==> src/sspp_defs.vh <==
`ifndef SSPP_DEFS_VH
`define SSPP_DEFS_VH

// Word and pin geometry
`define SSPP_WL          8
`define SSPP_NPIN        5
`define SSPP_P_SC0       0
`define SSPP_P_SC1       1
`define SSPP_P_FS        2
`define SSPP_P_SCK       3
`define SSPP_P_RD        4

// Register index (byte address = index * 4)
`define SSPP_I_PCR       3'h0
`define SSPP_I_PRR       3'h1
`define SSPP_I_PDR       3'h2
`define SSPP_I_CTRL      3'h3
`define SSPP_I_TX1       3'h4
`define SSPP_I_TX2       3'h5
`define SSPP_I_RX        3'h6
`define SSPP_I_STAT      3'h7

// Control register fields
`define SSPP_C_EN        0
`define SSPP_C_SYNC      1
`define SSPP_C_SCKO      2
`define SSPP_C_FSO       3
`define SSPP_C_RCKO      4
`define SSPP_C_RFSO      5
`define SSPP_C_TX1SEL    6
`define SSPP_C_TX2SEL    7
`define SSPP_C_FLAG0     8
`define SSPP_C_FLAG1     9
`define SSPP_C_DIV_LSB   16
`define SSPP_C_DIV_MSB   23

// Status register fields
`define SSPP_S_TDRE      0
`define SSPP_S_RDRF      1
`define SSPP_S_ROE       2
`define SSPP_S_TUE       3

// Reset values
`define SSPP_PCR_RST     5'h00
`define SSPP_PRR_RST     5'h00
`define SSPP_PIN_RST     5'h00
`define SSPP_OEB_RST     5'h1f
`define SSPP_CTRL_RST    24'h000000

// Serial clock least period in system cycles, and cycles per half
`define SSPP_MIN_PER_HALFT 6
`define SSPP_MIN_HALF_CYC  (`SSPP_MIN_PER_HALFT / 2)
// Least divider value (half cycles minus one), at counter width
`define SSPP_HALF_FLOOR    8'h02
// Last bit index of a word, at the transmit and receive counter widths
`define SSPP_TX_LAST       3'h7
`define SSPP_RX_LAST       4'h7

// Bus answers
`define SSPP_OKAY        2'h0
`define SSPP_SLVERR      2'h2

`endif

==> src/sspp_axil.v <==
`timescale 1ns/1ps
`include "sspp_defs.vh"

module sspp_axil (
  input  wire        clk,
  input  wire        rst_b,
  input  wire [7:0]  awaddr,
  input  wire        awvalid,
  output reg         awready,
  input  wire [31:0] wdata,
  input  wire [3:0]  wstrb,
  input  wire        wvalid,
  output reg         wready,
  output reg  [1:0]  bresp,
  output reg         bvalid,
  input  wire        bready,
  input  wire [7:0]  araddr,
  input  wire        arvalid,
  output reg         arready,
  output reg  [31:0] rdata,
  output reg  [1:0]  rresp,
  output reg         rvalid,
  input  wire        rready,
  output wire        wr_en,
  output reg  [7:0]  wr_addr,
  output reg  [31:0] wr_data,
  output reg  [3:0]  wr_strb,
  input  wire        wr_ok,
  output wire        rd_en,
  input  wire [31:0] rd_data,
  input  wire        rd_ok
);

  reg aw_got_reg;
  reg w_got_reg;

  assign wr_en = aw_got_reg & w_got_reg & ~bvalid;
  assign rd_en = arvalid & arready;

  always @(posedge clk) begin
    if (!rst_b) begin
      awready    <= 1'b1;
      wready     <= 1'b1;
      aw_got_reg <= 1'b0;
      w_got_reg  <= 1'b0;
      bvalid     <= 1'b0;
      bresp      <= `SSPP_OKAY;
      wr_addr    <= 8'h00;
      wr_data    <= 32'h00000000;
      wr_strb    <= 4'h0;
    end else begin
      if (awvalid && awready) begin
        aw_got_reg <= 1'b1;
        awready    <= 1'b0;
        wr_addr    <= awaddr;
      end
      if (wvalid && wready) begin
        w_got_reg <= 1'b1;
        wready    <= 1'b0;
        wr_data   <= wdata;
        wr_strb   <= wstrb;
      end
      if (wr_en) begin
        aw_got_reg <= 1'b0;
        w_got_reg  <= 1'b0;
        bvalid     <= 1'b1;
        bresp      <= wr_ok ? `SSPP_OKAY : `SSPP_SLVERR;
      end
      if (bvalid && bready) begin
        bvalid  <= 1'b0;
        awready <= 1'b1;
        wready  <= 1'b1;
      end
    end
  end

  always @(posedge clk) begin
    if (!rst_b) begin
      arready <= 1'b1;
      rvalid  <= 1'b0;
      rdata   <= 32'h00000000;
      rresp   <= `SSPP_OKAY;
    end else if (rd_en) begin
      arready <= 1'b0;
      rvalid  <= 1'b1;
      rdata   <= rd_ok ? rd_data : 32'h00000000;
      rresp   <= rd_ok ? `SSPP_OKAY : `SSPP_SLVERR;
    end else if (rvalid && rready) begin
      rvalid  <= 1'b0;
      arready <= 1'b1;
    end
  end

endmodule // sspp_axil

==> src/sspp_port.v <==
`timescale 1ns/1ps
`include "sspp_defs.vh"

module sspp_port (
  input  wire                  clk,
  input  wire                  rst_b,
  input  wire                  stop_req,
  input  wire [`SSPP_NPIN-1:0] pin_in,
  output reg  [`SSPP_NPIN-1:0] pin_out,
  output reg  [`SSPP_NPIN-1:0] pin_oe_b,
  output reg  [`SSPP_NPIN-1:0] pin_keep,
  input  wire [7:0]            awaddr,
  input  wire                  awvalid,
  output wire                  awready,
  input  wire [31:0]           wdata,
  input  wire [3:0]            wstrb,
  input  wire                  wvalid,
  output wire                  wready,
  output wire [1:0]            bresp,
  output wire                  bvalid,
  input  wire                  bready,
  input  wire [7:0]            araddr,
  input  wire                  arvalid,
  output wire                  arready,
  output wire [31:0]           rdata,
  output wire [1:0]            rresp,
  output wire                  rvalid,
  input  wire                  rready
);

  localparam WL = `SSPP_WL;

  ////////////////////////////////////////////////////////////////////////////
  // Declarations
  wire [`SSPP_NPIN-1:0] sin;
  wire                  wr_en;
  wire [7:0]            wr_addr;
  wire [31:0]           wr_data;
  wire [3:0]            wr_strb;
  wire                  rd_en;
  reg  [31:0]           rd_data;
  wire                  wr_ok;
  wire                  rd_ok;

  reg  [`SSPP_NPIN-1:0] pcr_reg;
  reg  [`SSPP_NPIN-1:0] prr_reg;
  reg  [`SSPP_NPIN-1:0] pdr_reg;
  reg  [23:0]           ctrl_reg;
  reg  [WL-1:0]         txh1_reg;
  reg  [WL-1:0]         txh2_reg;
  reg  [WL-1:0]         rxd_reg;
  reg                   tdre_reg;
  reg                   rdrf_reg;
  reg                   roe_reg;
  reg                   tue_reg;

  reg  [7:0]            div_cnt_reg;
  reg                   int_clk_reg;
  reg                   txclk_prev_reg;
  reg                   rxclk_prev_reg;
  reg  [2:0]            tx_cnt_reg;
  reg  [WL-1:0]         tx1_sh_reg;
  reg  [WL-1:0]         tx2_sh_reg;
  reg  [3:0]            rx_cnt_reg;
  reg  [2:0]            rx_fcnt_reg;
  reg  [WL-1:0]         rx_sh_reg;

  ////////////////////////////////////////////////////////////////////////////
  // Register index decode, shared by the write and read paths
  function [3:0] reg_index;
    input [7:0] addr;
    begin
      reg_index = {(addr[7:5] == 3'h0 && addr[1:0] == 2'h0), addr[4:2]};
    end
  endfunction

  function [31:0] merge;
    input [31:0] old;
    input [31:0] nw;
    input [3:0]  strb;
    integer      k;
    begin
      merge = old;
      for (k = 0; k < 4; k = k + 1) begin
        if (strb[k]) begin
          merge[k*8 +: 8] = nw[k*8 +: 8];
        end
      end
    end
  endfunction

  ////////////////////////////////////////////////////////////////////////////
  // Pin synchroniser and bus slave
  sspp_sync #(
    .W (`SSPP_NPIN)
  ) u_sync (
    .clk   (clk),
    .rst_b (rst_b),
    .d     (pin_in),
    .q     (sin)
  );

  sspp_axil u_axil (
    .clk     (clk),
    .rst_b   (rst_b),
    .awaddr  (awaddr),
    .awvalid (awvalid),
    .awready (awready),
    .wdata   (wdata),
    .wstrb   (wstrb),
    .wvalid  (wvalid),
    .wready  (wready),
    .bresp   (bresp),
    .bvalid  (bvalid),
    .bready  (bready),
    .araddr  (araddr),
    .arvalid (arvalid),
    .arready (arready),
    .rdata   (rdata),
    .rresp   (rresp),
    .rvalid  (rvalid),
    .rready  (rready),
    .wr_en   (wr_en),
    .wr_addr (wr_addr),
    .wr_data (wr_data),
    .wr_strb (wr_strb),
    .wr_ok   (wr_ok),
    .rd_en   (rd_en),
    .rd_data (rd_data),
    .rd_ok   (rd_ok)
  );

  wire [3:0] widx = reg_index(wr_addr);
  wire [3:0] ridx = reg_index(araddr);
  assign wr_ok = widx[3];
  assign rd_ok = ridx[3];
  wire       wr_go = wr_en & wr_ok;
  wire [31:0] wm   = merge(32'h00000000, wr_data, wr_strb);
  wire [31:0] cm   = merge({8'h00, ctrl_reg}, wr_data, wr_strb);

  ////////////////////////////////////////////////////////////////////////////
  // Mode decode and clock/frame selection
  wire en    = ctrl_reg[`SSPP_C_EN];
  wire syn   = ctrl_reg[`SSPP_C_SYNC];
  wire scko  = ctrl_reg[`SSPP_C_SCKO];
  wire fso   = ctrl_reg[`SSPP_C_FSO];
  wire rcko  = ctrl_reg[`SSPP_C_RCKO];
  wire rfso  = ctrl_reg[`SSPP_C_RFSO];
  wire run   = en & ~stop_req;
  wire [7:0] div = ctrl_reg[`SSPP_C_DIV_MSB:`SSPP_C_DIV_LSB];
  // Internal clock never faster than the sampling limit allows
  wire [7:0] half_lim = (div < `SSPP_HALF_FLOOR) ?
                        `SSPP_HALF_FLOOR : div;

  wire fs_int    = en & (tx_cnt_reg == 3'h0);
  wire rx_fs_int = syn ? fs_int : (rx_fcnt_reg == 3'h0);
  wire tx_clk_l  = scko ? int_clk_reg : sin[`SSPP_P_SCK];
  wire tx_fs_l   = fso ? fs_int : sin[`SSPP_P_FS];
  // Sync mode shares bit clock and frame sync; async uses the control pins
  wire rx_clk_l  = syn ? tx_clk_l :
                   (rcko ? int_clk_reg : sin[`SSPP_P_SC0]);
  wire rx_fs_l   = syn ? tx_fs_l :
                   (rfso ? rx_fs_int : sin[`SSPP_P_SC1]);
  wire tx_rise   = run & tx_clk_l & ~txclk_prev_reg;
  wire rx_rise   = run & rx_clk_l & ~rxclk_prev_reg;
  wire rx_fall   = run & ~rx_clk_l & rxclk_prev_reg;
  wire tx_start  = fso ? (tx_cnt_reg == `SSPP_TX_LAST) : tx_fs_l;
  wire rx_done   = rx_fall & (rx_cnt_reg == `SSPP_RX_LAST);

  ////////////////////////////////////////////////////////////////////////////
  // Bit clock generator and edge trackers
  always @(posedge clk) begin
    if (!rst_b) begin
      div_cnt_reg    <= 8'h00;
      int_clk_reg    <= 1'b0;
      txclk_prev_reg <= 1'b0;
      rxclk_prev_reg <= 1'b0;
    end else begin
      txclk_prev_reg <= tx_clk_l;
      rxclk_prev_reg <= rx_clk_l;
      if (!run) begin
        div_cnt_reg <= 8'h00;
      end else if (div_cnt_reg >= half_lim) begin
        div_cnt_reg <= 8'h00;
        int_clk_reg <= ~int_clk_reg;
      end else begin
        div_cnt_reg <= div_cnt_reg + 8'h01;
      end
    end
  end

  ////////////////////////////////////////////////////////////////////////////
  // Transmitters: both shift on the rising bit clock, MSB first
  always @(posedge clk) begin
    if (!rst_b) begin
      tx_cnt_reg <= `SSPP_TX_LAST;
      tx1_sh_reg <= {WL{1'b0}};
      tx2_sh_reg <= {WL{1'b0}};
    end else if (tx_rise) begin
      if (tx_start) begin
        tx_cnt_reg <= 3'h0;
        tx1_sh_reg <= tdre_reg ? {WL{1'b0}} : txh1_reg;
        tx2_sh_reg <= tdre_reg ? {WL{1'b0}} : txh2_reg;
      end else if (tx_cnt_reg != `SSPP_TX_LAST) begin
        tx_cnt_reg <= tx_cnt_reg + 3'h1;
        tx1_sh_reg <= {tx1_sh_reg[WL-2:0], 1'b0};
        tx2_sh_reg <= {tx2_sh_reg[WL-2:0], 1'b0};
      end
    end
  end

  ////////////////////////////////////////////////////////////////////////////
  // Receiver: samples on the falling bit clock
  always @(posedge clk) begin
    if (!rst_b) begin
      rx_cnt_reg  <= 4'h0;
      rx_fcnt_reg <= 3'h0;
      rx_sh_reg   <= {WL{1'b0}};
      rxd_reg     <= {WL{1'b0}};
    end else begin
      if (rx_rise) begin
        rx_fcnt_reg <= rx_fcnt_reg + 3'h1;
      end
      if (rx_fall) begin
        rx_sh_reg <= {rx_sh_reg[WL-2:0], sin[`SSPP_P_RD]};
        if (rx_done) begin
          rxd_reg    <= {rx_sh_reg[WL-2:0], sin[`SSPP_P_RD]};
          rx_cnt_reg <= 4'h0;
        end else if (rx_fs_l) begin
          rx_cnt_reg <= 4'h1;
        end else if (rx_cnt_reg != 4'h0) begin
          rx_cnt_reg <= rx_cnt_reg + 4'h1;
        end
      end
    end
  end

  ////////////////////////////////////////////////////////////////////////////
  // Software registers; hardware set wins over software clear
  wire tx1_load = tx_rise & tx_start;
  wire rx_read  = rd_en & rd_ok & (ridx[2:0] == `SSPP_I_RX);

  always @(posedge clk) begin
    if (!rst_b) begin
      pcr_reg  <= `SSPP_PCR_RST;
      prr_reg  <= `SSPP_PRR_RST;
      pdr_reg  <= `SSPP_PIN_RST;
      ctrl_reg <= `SSPP_CTRL_RST;
      txh1_reg <= {WL{1'b0}};
      txh2_reg <= {WL{1'b0}};
      tdre_reg <= 1'b1;
      rdrf_reg <= 1'b0;
      roe_reg  <= 1'b0;
      tue_reg  <= 1'b0;
    end else begin
      if (wr_go) begin
        case (widx[2:0])
          `SSPP_I_PCR:  pcr_reg  <= wm[`SSPP_NPIN-1:0];
          `SSPP_I_PRR:  prr_reg  <= wm[`SSPP_NPIN-1:0];
          `SSPP_I_PDR:  pdr_reg  <= wm[`SSPP_NPIN-1:0];
          `SSPP_I_CTRL: ctrl_reg <= cm[23:0];
          `SSPP_I_TX1:  txh1_reg <= wm[WL-1:0];
          `SSPP_I_TX2:  txh2_reg <= wm[WL-1:0];
          default:      ;
        endcase
      end
      if (tx1_load) begin
        tdre_reg <= 1'b1;
      end else if (wr_go && widx[2:0] == `SSPP_I_TX1) begin
        tdre_reg <= 1'b0;
      end
      if (tx1_load && tdre_reg) begin
        tue_reg <= 1'b1;
      end else if (wr_go && widx[2:0] == `SSPP_I_STAT &&
                   wm[`SSPP_S_TUE]) begin
        tue_reg <= 1'b0;
      end
      if (rx_done) begin
        rdrf_reg <= 1'b1;
      end else if (rx_read) begin
        rdrf_reg <= 1'b0;
      end
      if (rx_done && rdrf_reg && !rx_read) begin
        roe_reg <= 1'b1;
      end else if (wr_go && widx[2:0] == `SSPP_I_STAT &&
                   wm[`SSPP_S_ROE]) begin
        roe_reg <= 1'b0;
      end
    end
  end

  always @* begin
    case (ridx[2:0])
      `SSPP_I_PCR:  rd_data = {27'h0000000, pcr_reg};
      `SSPP_I_PRR:  rd_data = {27'h0000000, prr_reg};
      `SSPP_I_PDR:  rd_data = {27'h0000000, sin};
      `SSPP_I_CTRL: rd_data = {8'h00, ctrl_reg};
      `SSPP_I_TX1:  rd_data = {24'h000000, txh1_reg};
      `SSPP_I_TX2:  rd_data = {24'h000000, txh2_reg};
      `SSPP_I_RX:   rd_data = {24'h000000, rxd_reg};
      `SSPP_I_STAT: rd_data = {28'h0000000, tue_reg, roe_reg,
                               rdrf_reg, tdre_reg};
      default:      rd_data = 32'h00000000;
    endcase
  end

  ////////////////////////////////////////////////////////////////////////////
  // Pin multiplexer
  reg [`SSPP_NPIN-1:0] ser_dir;
  reg [`SSPP_NPIN-1:0] ser_val;

  always @* begin
    ser_dir = {`SSPP_NPIN{1'b0}};
    ser_val = {`SSPP_NPIN{1'b0}};
    ser_dir[`SSPP_P_SC0] = syn | rcko;
    ser_val[`SSPP_P_SC0] = syn ? (ctrl_reg[`SSPP_C_TX1SEL] ?
                           tx1_sh_reg[WL-1] : ctrl_reg[`SSPP_C_FLAG0]) :
                           int_clk_reg;
    ser_dir[`SSPP_P_SC1] = syn | rfso;
    ser_val[`SSPP_P_SC1] = syn ? (ctrl_reg[`SSPP_C_TX2SEL] ?
                           tx2_sh_reg[WL-1] : ctrl_reg[`SSPP_C_FLAG1]) :
                           rx_fs_int;
    ser_dir[`SSPP_P_FS]  = fso;
    ser_val[`SSPP_P_FS]  = fs_int;
    ser_dir[`SSPP_P_SCK] = scko;
    ser_val[`SSPP_P_SCK] = int_clk_reg;
  end

  // GPIO direction only matters on pins not handed to the serial port
  wire [`SSPP_NPIN-1:0] dir_v = (pcr_reg & ser_dir) |
                                (~pcr_reg & prr_reg);
  wire [`SSPP_NPIN-1:0] val_v = (pcr_reg & ser_val) |
                                (~pcr_reg & pdr_reg);

  // Only stop touches the drivers; a wait state has no path here
  always @(posedge clk) begin
    if (!rst_b) begin
      pin_out  <= `SSPP_PIN_RST;
      pin_oe_b <= `SSPP_OEB_RST;
      pin_keep <= `SSPP_PIN_RST;
    end else if (stop_req) begin
      pin_oe_b <= `SSPP_OEB_RST;
      pin_keep <= pin_keep | ~pin_oe_b;
    end else begin
      pin_out  <= val_v;
      pin_oe_b <= ~dir_v;
      pin_keep <= `SSPP_PIN_RST;
    end
  end

endmodule // sspp_port

==> src/sspp_sync.v <==
`timescale 1ns/1ps
`include "sspp_defs.vh"

module sspp_sync #(
  parameter W = `SSPP_NPIN
) (
  input  wire         clk,
  input  wire         rst_b,
  input  wire [W-1:0] d,
  output reg  [W-1:0] q
);

  reg  [W-1:0] s1_reg;
  reg  [W-1:0] s2_reg;
  reg  [W-1:0] s3_reg;
  wire [W-1:0] agree;

  // Only the second and third stages are compared; the first is left alone
  assign agree = ~(s2_reg ^ s3_reg);

  always @(posedge clk) begin
    if (!rst_b) begin
      s1_reg <= {W{1'b0}};
      s2_reg <= {W{1'b0}};
      s3_reg <= {W{1'b0}};
      q      <= {W{1'b0}};
    end else begin
      s1_reg <= d;
      s2_reg <= s1_reg;
      s3_reg <= s2_reg;
      q      <= (s3_reg & agree) | (q & ~agree);
    end
  end

endmodule // sspp_sync

==> config.mk <==
export PLATFORM = sky130hd
export DESIGN_NAME = sspp_port
export DESIGN_NICKNAME = d
export VERILOG_FILES = /design/src/sspp_axil.v /design/src/sspp_port.v /design/src/sspp_sync.v
export VERILOG_INCLUDE_DIRS = /design/src
export SDC_FILE = /design/constraint.sdc
export NUM_CORES = 1
export LEC_CHECK = 0
export ABC_AREA = 1
export BUFFER_PORTS_ARGS = -buffer_cell sky130_fd_sc_hd__buf_2
export CAP_MARGIN = 20
export CORE_MARGIN = 5
export CORE_UTILIZATION = 55
export CTS_BUF_LIST = sky130_fd_sc_hd__clkbuf_16
export CTS_CLUSTER_DIAMETER = 80
export DETAILED_ROUTE_END_ITERATION = 12
export PLACE_DENSITY = 0.77
export SETUP_SLACK_MARGIN = 0.2
export SYNTH_ARGS = -nofsm -noshare
export SYNTH_HDL_FRONTEND = slang
export SYNTH_SLANG_ARGS = --single-unit
export TNS_END_PERCENT = 10
==> constraint.sdc <==
create_clock -name clk -period 2.6 [get_ports clk]
set_input_delay 0.52 -clock clk [delete_from_list [all_inputs] [get_ports clk]]
set_output_delay 0.52 -clock clk [all_outputs]
set_load 0.05 [all_outputs]
# Yosys cells after proc, flatten, opt, wreduce, memory -nomap -nowiden
# Index checks and enable logic that the tools add are counted.
[op_classes]
add_sub_neg = 4
order_cmp = 2
n_eq_ne = 16
mux = 38
n_bitwise = 42
n_reduce_logical = 47
[op_table]
columns = ["cell", "count"]
rows = [
  ["$pmux 32 s8", 1],
  ["$mux 8", 8],
  ["$mux 32", 1],
  ["$not 5->5", 5],
  ["$eq 3x3->1 const B", 8],
  ["$mux 1", 21],
  ["$and 5x5->5", 4],
  ["$or 5x5->5", 4],
  ["$reduce_and 2->1", 10],
  ["$logic_not 3->1", 6],
  ["$and 1x1->1", 16],
  ["$logic_and 1x1->1", 13],
  ["$eq 3x2->1 const B", 4],
  ["$mux 4", 3],
  ["$and 5x4->5", 2],
  ["$reduce_bool 2->1", 5],
  ["$reduce_and 3->1", 3],
  ["$add 8x1->8 const B", 1],
  ["$ge 8x8->1", 1],
  ["$lt 8x2->1 const B", 1],
  ["$not 1->1", 8],
  ["$reduce_or 2->1", 4],
  ["$add 3x1->3 const B", 2],
  ["$eq 3x1->1 const B", 2],
  ["12 further kinds", 16],
]
[totals]
register_bits = 224
wordCells = 192

# Longest topological paths before layout
# Gate-level depths: netlist (run 1).
[depth]
word_depth = 9
depth_mapped = 14
mapped_depth_nobuf = 14

# Modules after synthesis
# From an unflattened synthesis (run 1), not the netlist that was laid out.
[unflattened]
cells_unflattened = 1352
area_unflattened_um2 = 9800.6
[by_module_without_submodules]
columns = ["module", "instances", "cells_each", "area_per_inst_um2", "seq_area_each_um2"]
rows = [
  ["sspp_port", 1, 813, 5831.8, 2522.4],
  ["sspp_axil", 1, 472, 3337.0, 1701.6],
  ["sspp_sync", 1, 67, 631.9, 400.4],
]

# Least setup slack after synthesis (run 1)
# Ideal clock, no wire load.
[synth_path]
path_type = "reg2reg"
start = "register u_axil.arready"
end = "register u_axil.rdata[19]"
arrival_time_ps = 1674
required_ps = 2530
slack_ps = 855
stages_incl_launch_ff = 8
synth_period_minus_slack_ps = 1745
cell_sequence = "dfxtp_1 -> nand2_1 -> inv_1 -> nand3_2 -> nor2_4 -> buf_4 -> nand2_1 -> a21oi_1"
[synth_via]
elab_chain_cells = 1
[synth_lines]
columns = ["item", "line", "text"]
rows = [
  ["start, declared", "sspp_axil.v:19", "output reg arready,"],
  ["start signal, assigned", "sspp_axil.v:79", "arready <= 1'b1;"],
  ["start signal, assigned", "sspp_axil.v:84", "arready <= 1'b0;"],
  ["start signal, assigned", "sspp_axil.v:90", "arready <= 1'b1;"],
  ["$and 1x1->1", "sspp_axil.v:38", "assign rd_en = arvalid & arready;"],
  ["end signal, assigned", "sspp_axil.v:86", "rdata <= rd_ok ? rd_data : 32'h00000000;"],
  ["end, declared", "sspp_axil.v:20", "output reg [31:0] rdata,"],
]
# No other way between the ends.
# A chain may end at the register's enable or synchronous reset.

# Final worst setup path (run 1)
[layout_path]
start = "register ctrl_reg[23]"
end = "register div_cnt_reg[0]"
[layout_via]
elab_chain_cells = 4
[layout_lines]
columns = ["item", "line", "text"]
rows = [
  ["start, declared", "sspp_port.v:48", "reg [23:0] ctrl_reg;"],
  ["start signal, assigned", "sspp_port.v:248", "ctrl_reg <= `SSPP_CTRL_RST;"],
  ["start signal, assigned", "sspp_port.v:261", "`SSPP_I_CTRL: ctrl_reg <= cm[23:0];"],
  ["$lt 8x2->1 (no line)", "-", ""],
  ["$mux 8 (*)", "sspp_port.v:152", "wire [7:0] half_lim = (div < `SSPP_HALF_FLOOR) ?"],
  ["$ge 8x8->1 (*)", "sspp_port.v:183", "end else if (div_cnt_reg >= half_lim) begin"],
  ["$reduce_or 3->1 (no line) (*)", "-", ""],
  ["end signal, assigned", "sspp_port.v:187", "div_cnt_reg <= div_cnt_reg + 8'h01;"],
  ["end, declared", "sspp_port.v:57", "reg [7:0] div_cnt_reg;"],
]
# Every way passes the cells marked *; elsewhere a longest branch is shown, timed or not.

==> results of run 1 <==
## placed cells by master, fill, tap and decap left out, drive strengths merged, types with 2 or more instances in the layout
cell and count:
nand2 260, nand3 56, buf 111, inv 142, a31oi 10, o211ai 2, ha 16, nand4 19
or2 3, o21bai 2, bufinv 3, o21a 2, dfxtp 214, o31ai 7, o2111ai 2, clkinv 10
xor2 2, nor3 4, a21oi 143, nor2 157, xnor2 3, conb 10, o21ai 99, clkbuf 22
nor3b 2
## worst max-delay path, delay by kind of cell, from the launching register on
family	cells	cell delay [ps]
buffers and inverters	2	170
AND/OR/NAND/NOR	8	1120
flip-flops	1	370
adder cells (fa/ha/maj)	1	290
AO/OA/AOI/OAI	1	60
## per-layer routing
| layer | up-vias | wire length (um) | part of all wire | global-route usage |
|---|---|---|---|---|
| met3 | 45 | 1580 | 0.072 | 0.0314 |
| met2 | 262 | 9880 | 0.45 | 0.371 |
| met4 | 0 | 528 | 0.024 | 0.0632 |
| li1 | 4054 | - | - | - |
| met1 | 3601 | 9930 | 0.45 | 0.328 |
| met5 | - | 0 | 0 | 0 |
## area by class of cell
class | count | area share
well taps | 216 | 0.0264
multi-input cells | 804 | 0.377
flip-flops and latches | 214 | 0.418
clock buffers | 22 | 0.0537
inverters | 138 | 0.0506
repair buffers | 111 | 0.0567
clock inverters | 18 | 0.0172
## power breakdown
group	internal (mW)	total, mW	switching [mW]
combinational	0.112	0.402	0.291
clock	1.85	3.14	1.29
sequential	3.35	3.40	0.0530
## worst max-delay path by stage
stage / start / to / slack, ps / cells after the start
after floorplan: u_axil.arready$_SDFFE_PN1P_ / u_axil.rdata[19]$_SDFFE_PN0P_ / 860 / 7
after global placement: ctrl_reg[23]$_SDFFE_PN0P_ / div_cnt_reg[3]$_SDFF_PP0_ / 650 / 12
after detailed placement: ctrl_reg[23]$_SDFFE_PN0P_ / div_cnt_reg[0]$_SDFF_PP0_ / 540 / 12
after CTS: ctrl_reg[23]$_SDFFE_PN0P_ / div_cnt_reg[0]$_SDFF_PP0_ / 530 / 12
after global routing: ctrl_reg[22]$_SDFFE_PN0P_ / div_cnt_reg[3]$_SDFF_PP0_ / 260 / 12
final: ctrl_reg[23]$_SDFFE_PN0P_ / div_cnt_reg[0]$_SDFF_PP0_ / 510 / 12
## kinds of logic (layout without fill, tap and decap cells)
logic type / after synthesis / after routing / synth area share
buffers and inverters: 196 / 289 / 0.0934
adder cells (fa/ha/maj): 16 / 16 / 0.0224
other: 1 / 10 / 0.000419
flip-flops: 214 / 214 / 0.479
XOR/XNOR: 5 / 5 / 0.00489
AO/OA/AOI/OAI: 270 / 270 / 0.159
AND/OR/NAND/NOR: 503 / 503 / 0.242
==> results_dict.tcl, run 1 <==
set metrics [dict create \
    path_common_cell "nand2_1" \
    r2r_cells 12 \
    placed_area_um2 9520 \
    start_util 0.562 \
    crit_path_start_kind "flop" \
    area_growth_pct 14.5 \
    fmax_mhz 479 \
    via_per_inst 5.23 \
    yosysTopAreaCellShare 0.479 \
    min_from "pin_in[0]" \
    yosysWarnings 0 \
    dpl.cell_count 1483 \
    ys_ff_latch 214 \
    drc 0 \
    reg2reg_setup_slack_ps 510 \
    slowest_delay_ps 370 \
    drtIter0Drc 767 \
    groute.usage.overall 0.231 \
    pre_cts_ws_ps 545 \
    numCtsBuffers 22 \
    overflow 0 \
    design.core.area_um2 15900 \
    num_rows 46 \
    wirelength_um 21900 \
    finalCriticalPeriod_ps 2090 \
    arrival_ps 2520 \
    multi_input_area_um2 3870 \
    die_width_um 138 \
    vdd_drop_max_mv 0.513 \
    grt_pass1_wl_um 35300 \
    fp.dieArea_um2 18900 \
    syn_area_um2 8950 \
    cts_num_sinks 214 \
    grt_max_degree 111 \
    finalClockSkew_ps 21.5 \
    ys_top_cells_by_area "dfxtp_1, nand2_1, a21oi_1, nor2_1, o21ai_0" \
    synth_common_cells "nand2_1, dfxtp_1, nor2_1" \
    timing.rr.end "div_cnt_reg[0]$_SDFF_PP0_" \
    drive_gt1_frac 0.137 \
    ant_nets 0 \
    cts_resized 0 \
    syn_area_per_cell_um2 7.43 \
    hold_viol 0 \
    firstDrtPassIters 5 \
    rsz0062_at_grt "no" \
    r2r_start "ctrl_reg[23]$_SDFFE_PN0P_" \
    tightest_slew_ps 978 \
    crit_path_end_kind "flop" \
    n_antenna_cell 0 \
    dp_hpwl_um 15500 \
    num_io_pins 121 \
    crit_fanout 8 \
    clkLatencyLatePin_ps 510 \
    cts.clk_slew.worst_paths_ps 60 \
    drv_cap 0 \
    finalCritPeriodShare 0.804 \
    powerDensity_nw_per_um2 678 \
    post-synth-top-count-cell "nand2_1" \
    path_cells "inv_1 > nand4_1 > nor4_1 > nor2_1 > ha_1 > inv_1 > o21bai_1 > nand2_1 > nand2_1 > nand2_1 > nand4_1 > nor2_1" \
    slew_viol_final 0 \
    layout.cells.non_filler 1523 \
    relSlewSlack 0.348 \
    finalSetupViolCount 0 \
    hold_ws_ps 199 \
    antenna_found_initial 0 \
    regArea_um2 4280 \
    via_count 7962 \
    clockBufferDepth 3 \
    h-tree-depth 1 \
    required_ps 3040 \
    synthFlopType "dfxtp_1" \
    nFillCells 1414 \
    fin_tns_setup_ps 0 \
    synth-edff-count 0 \
    power.leakage_nw 4.25 \
    final_cell_area_um2 10200 \
    numPortBuffers 101 \
    finalPower_mw 6.95 \
    hold_buffers 0 \
    yosysSeqAreaShare 0.479 \
    chipHeight_um 138 \
    yosysTopAreaCell "dfxtp_1" \
    whs_path_depth 3 \
    async_flop_share 0 \
    gp_congestion 0.896 \
    synth_cells 1205 \
    cts_tree "done" \
    critical_path.slowest_cell "dfxtp_1" \
    grt_pass1_vias 7047 \
    hold_path_end "u_sync.s1_reg[0]$_SDFF_PN0_" \
    wl_per_cell_um 14.4 \
    fin_ws_ps 511 \
    post_cts_buffers 0 \
    nets 1372 \
    outcome "completed" \
    path_class "flop to flop" \
    fin_util 0.643 \
    synth_cell_types 44 \
    min_path_type "input pin to flop" \
    cts-root-buf "clkbuf_16" \
]
(Power assumes the default switching activity.)
==> run 2: changes to the inputs <==
- ABC_AREA: 1 -> 0
- clock period: 2.6 -> 2.1 ns (I/O delays scaled with it)
==> results_dict.tcl, run 2 <==
set metrics [dict create \
    outcome "completed" \
    cts-root-buf "clkbuf_16" \
    fin_tns_setup_ps 0 \
    via_count 7415 \
    post-synth-top-count-cell "dfxtp_1" \
    design.core.area_um2 15800 \
    yosysTopAreaCell "dfxtp_1" \
    numCtsBuffers 23 \
    finalCriticalPeriod_ps 1960 \
    ys_top_cells_by_area "dfxtp_1, mux2i_1, nand2_1, nor2_1, a21oi_1" \
    fmax_mhz 510 \
    grt_pass1_wl_um 35300 \
    yosysSeqAreaShare 0.486 \
    finalCritPeriodShare 0.933 \
    cts_num_sinks 214 \
    finalSetupViolCount 0 \
    hold_viol 0 \
    regArea_um2 4290 \
    synth_common_cells "dfxtp_1, nand2_1, nor2_1" \
    nets 1196 \
    synth-edff-count 0 \
    vdd_drop_max_mv 0.876 \
    num_io_pins 121 \
    nFillCells 1280 \
    rsz0062_at_grt "yes" \
    slew_viol_final 0 \
    firstDrtPassIters 5 \
    placed_area_um2 9760 \
    numPortBuffers 101 \
    synthFlopType "dfxtp_1" \
    via_per_inst 5.50 \
    overflow 0 \
    cts.clk_slew.worst_paths_ps 60 \
    layout.cells.non_filler 1347 \
    hold_ws_ps 126 \
    drc 0 \
    layout_common_cells "dfxtp_1, nand2_1, nor2_1" \
    n_antenna_cell 0 \
    crit_path_end_kind "flop" \
    clkLatencyLatePin_ps 500 \
    yosysTopAreaCellShare 0.486 \
    fp.dieArea_um2 18700 \
    drtIter0Drc 526 \
    required_ps 2490 \
    wirelength_um 22200 \
    arrival_ps 2350 \
    ant_nets 0 \
    clockBufferDepth 3 \
    async_flop_share 0 \
    drv_cap 0 \
    dp_hpwl_um 15300 \
    wl_per_cell_um 16.5 \
    groute.usage.overall 0.233 \
    fin_util 0.676 \
    yosysWarnings 0 \
    start_util 0.557 \
    synth_cell_types 57 \
    min_path_type "input pin to flop" \
    syn_area_per_cell_um2 8.89 \
    grt_pass1_vias 7133 \
    final_cell_area_um2 10700 \
    powerDensity_nw_per_um2 797 \
    h-tree-depth 1 \
    area_growth_pct 21.5 \
    path_class "flop to flop" \
    num_rows 46 \
    finalClockSkew_ps 8.37 \
    power.leakage_nw 4.14 \
    ys_ff_latch 214 \
    syn_area_um2 8810 \
    synth_cells 991 \
    chipHeight_um 137 \
    antenna_found_initial 0 \
    multi_input_area_um2 4250 \
    final_common_cell "dfxtp_1" \
    gp_congestion 0.877 \
    crit_fanout 7 \
    dpl.cell_count 1299 \
    die_width_um 137 \
    crit_path_start_kind "flop" \
    grt_max_degree 69 \
    drive_gt1_frac 0.202 \
    cts_tree "done" \
]
## run 2: changes by cell type after synthesis, sizes merged, moves of 32 or more
| cell | change |
|---|---|
| a21oi | -53 |
| inv | -94 |
| mux2i | +64 |
| nand2 | -123 |
| nand3 | -32 |
| o21ai | -70 |
## run 2: power breakdown
| group | total, mW | internal, mW | switching, mW |
|---|---|---|---|
| sequential | 4.16 | 4.12 | 0.0405 |
| clock | 3.92 | 2.35 | 1.57 |
| combinational | 0.448 | 0.143 | 0.305 |
## run 2: final cells by class
class | count | area share
sequential | 214 | 0.401
multi-input combinational | 679 | 0.397
timing repair buffer | 153 | 0.0929
clock buffer | 23 | 0.0538
tap | 216 | 0.0252
inverter | 44 | 0.0157
clock inverter | 18 | 0.0147
## run 2: metal layers
metal,vias to the layer above,global-route usage,part of all wire
li1,3625,-,-
met1,3491,0.310,0.43
met2,255,0.390,0.48
met3,44,0.0397,0.067
met4,0,0.0661,0.022
met5,-,0,0
## run 2: repair_timing
action                                  in CTS  in global routing
buffers inserted                             0                  4
endpoints found under the hold margin        0                  0
endpoints found under the setup margin      18                 63
pin swaps                                    2                 11
gates cloned                                 1                  2
gates resized for setup                      7                 33
hold buffers                                 0                  0
## run 2: worst paths after layout
check | from | endpoint | slack (ps) | depth (start not counted)
min reg2reg | pin_oe_b[4]$_SDFF_PP1_ | pin_keep[4]$_SDFF_PN0_ | 430 | 1
max reg2reg | tx_cnt_reg[0]$_SDFFE_PN1P_ | tx2_sh_reg[4]$_SDFFE_PN0P_ | 140 | 9
min | wvalid | u_axil.wready$_SDFFE_PP1P_ | 130 | 2
max | tx_cnt_reg[0]$_SDFFE_PN1P_ | tx2_sh_reg[4]$_SDFFE_PN0P_ | 140 | 9
## run 2: per-stage QoR
stage / power [mW] / setup slack, ps
2_1_floorplan: 4.55 / 216
3_3_place_gp: 4.69 / 11.3
3_5_place_dp: 4.70 / -5.84
4_1_cts: 8.61 / 193
5_1_grt: 8.85 / 73.3
6_report: 8.53 / 140
## run 2: logic make-up (layout without fill, tap and decap cells)
kind of cell    after synthesis  in the layout  synth area share
mux                          73             73            0.0897
xor+xnor                      8              8           0.00795
fa+ha+maj                    16             16            0.0227
flops                       214            214             0.486
simple gates                374            374             0.198
other cells                   1             10          0.000425
compound gates              198            198             0.144
buf+inv                     107            238            0.0514
## run 2: worst max-delay path: stages, from the launching register on
cell	delay, ps
dfxtp_4	360
ha_4	160
ha_4	160
buf_6	120
a2111oi_4	400
buf_4	200
clkbuf_16	150
o311ai_0	140
o21ai_0	120
nor2_1	50
==> run 3: changes to the inputs <==
- CORE_UTILIZATION: 55 -> 52
- PLACE_DENSITY: 0.77 -> 0.76
- clock period: 2.1 -> 1.6 ns (I/O delays scaled with it)
==> results_dict.tcl, run 3 (same netlist as run 2, synthesis figures left out) <==
set metrics [dict create \
    antenna_found_initial 0 \
    path_class "flop to flop" \
    fin_tns_setup_ps -9780 \
    multi_input_area_um2 4490 \
    grt_pass1_vias 7368 \
    required_ps 2000 \
    drive_gt1_frac 0.295 \
    crit_path_start_kind "flop" \
    cts_num_sinks 214 \
    layout_common_cells "dfxtp_1, nand2_1, nor2_1" \
    crit_fanout 9 \
    power.leakage_nw 4.54 \
    n_antenna_cell 0 \
    outcome "complete, but fails checks" \
    num_io_pins 121 \
    rsz0062_at_grt "yes" \
    firstDrtPassIters 5 \
    num_rows 47 \
    chipHeight_um 140 \
    nets 1258 \
    clkLatencyLatePin_ps 510 \
    finalPower_mw 10.7 \
    start_util 0.531 \
    arrival_ps 2350 \
    wl_per_cell_um 16.6 \
    via_count 7737 \
    min_path_type "input pin to flop" \
    finalCriticalPeriod_ps 1960 \
    grt_pass1_wl_um 36600 \
    nFillCells 1229 \
    overflow 0 \
    finalSetupViolCount 85 \
    clockBufferDepth 3 \
    powerDensity_nw_per_um2 911 \
    fp.dieArea_um2 19700 \
    drv_cap 0 \
    hold_viol 0 \
    numCtsBuffers 22 \
    design.core.area_um2 16600 \
    r2r_start "tx_cnt_reg[0]$_SDFFE_PN1P_" \
    dp_hpwl_um 15500 \
    via_per_inst 5.48 \
    wirelength_um 23500 \
    drc 0 \
    crit_path_end_kind "flop" \
    numPortBuffers 101 \
    gp_congestion 0.870 \
    die_width_um 140 \
    ant_nets 0 \
    violations "negative setup slack" \
    drtIter0Drc 624 \
    final_common_cell "dfxtp_1" \
    slew_viol_final 0 \
    finalClockSkew_ps 11.9 \
    cts-root-buf "clkbuf_16" \
    min_from "wvalid" \
    groute.usage.overall 0.221 \
    vdd_drop_max_mv 0.907 \
    startpoint "tx_cnt_reg[0]$_SDFFE_PN1P_" \
    hold_buffers 0 \
    regArea_um2 4340 \
    finalCritPeriodShare 1.22 \
    cts.clk_slew.worst_paths_ps 60 \
    grt_max_degree 45 \
    fmax_mhz 511 \
    h-tree-depth 1 \
    cts_tree "done" \
    area_growth_pct 33.0 \
    fin_ws_ps -357 \
]
## run 3: cell types whose count changed in the layout (fill, tap and decap cells not counted), sizes merged
cell | before | now
buf | 151 | 214
inv | 49 | 53
bufinv | 3 | 0
clkinvlp | 2 | 0
clkbuf | 25 | 24
## run 3: final timing paths
path / end / slack, ps / depth (start not counted)
worst max-delay path: tx2_sh_reg[4]$_SDFFE_PN0P_ / -360 / 9
worst min-delay path: u_axil.wready$_SDFFE_PP1P_ / 10 / 2
worst max register to register: tx2_sh_reg[4]$_SDFFE_PN0P_ / -360 / 9
worst min register to register: u_sync.s2_reg[1]$_SDFF_PN0_ / 430 / 1
## run 3: worst max-delay path: stages (launching register included)
cell       delay, ps
dfxtp_4          360
ha_4             130
ha_4             160
mux2i_4           90
a2111oi_4        440
buf_12           170
clkbuf_4         190
o311ai_0         140
o21ai_0          110
nor2_1            60
## run 3: report_power, final
group          internal, mW  switching, mW
registers              5.41         0.0574
logic                 0.256          0.432
clock network          2.49           2.04
total                  8.15           2.53
## run 3: routing by layer
metal / up-vias / track usage / part of all wire
li1: 3756 / - / -
met1: 3665 / 0.292 / 0.42
met2: 263 / 0.383 / 0.50
met3: 53 / 0.0331 / 0.057
met4: 0 / 0.0551 / 0.024
met5: - / 0 / 0
## run 3: area by class of cell
class / count / area share
Multi-Input combinational cell: 679 / 0.383
Sequential cell: 214 / 0.370
Timing Repair Buffer: 216 / 0.155
Clock buffer: 22 / 0.0470
Tap cell: 220 / 0.0235
Inverter: 44 / 0.0143
Clock inverter: 17 / 0.00672
## run 3: stage by stage
stage	instance area, um^2	cells	hold slack [ps]	util	worst slack [ps]
final	11700	1412	9.78	0.707	-357
after floorplan	8980	1000	396	-	-130
after global placement	10400	1358	418	0.625	-242
after detailed placement	10400	1358	423	0.625	-319
after CTS	11300	1401	3.15	0.682	-323
after global routing	11700	1412	29.6	0.707	-420
## run 3: repair_timing
item | 4_1_cts | 5_1_grt
pin swaps | 38 | 49
setup endpoints to repair | 175 | 157
gates cloned | 0 | 2
setup buffers | 4 | 9
gates resized for setup | 97 | 85
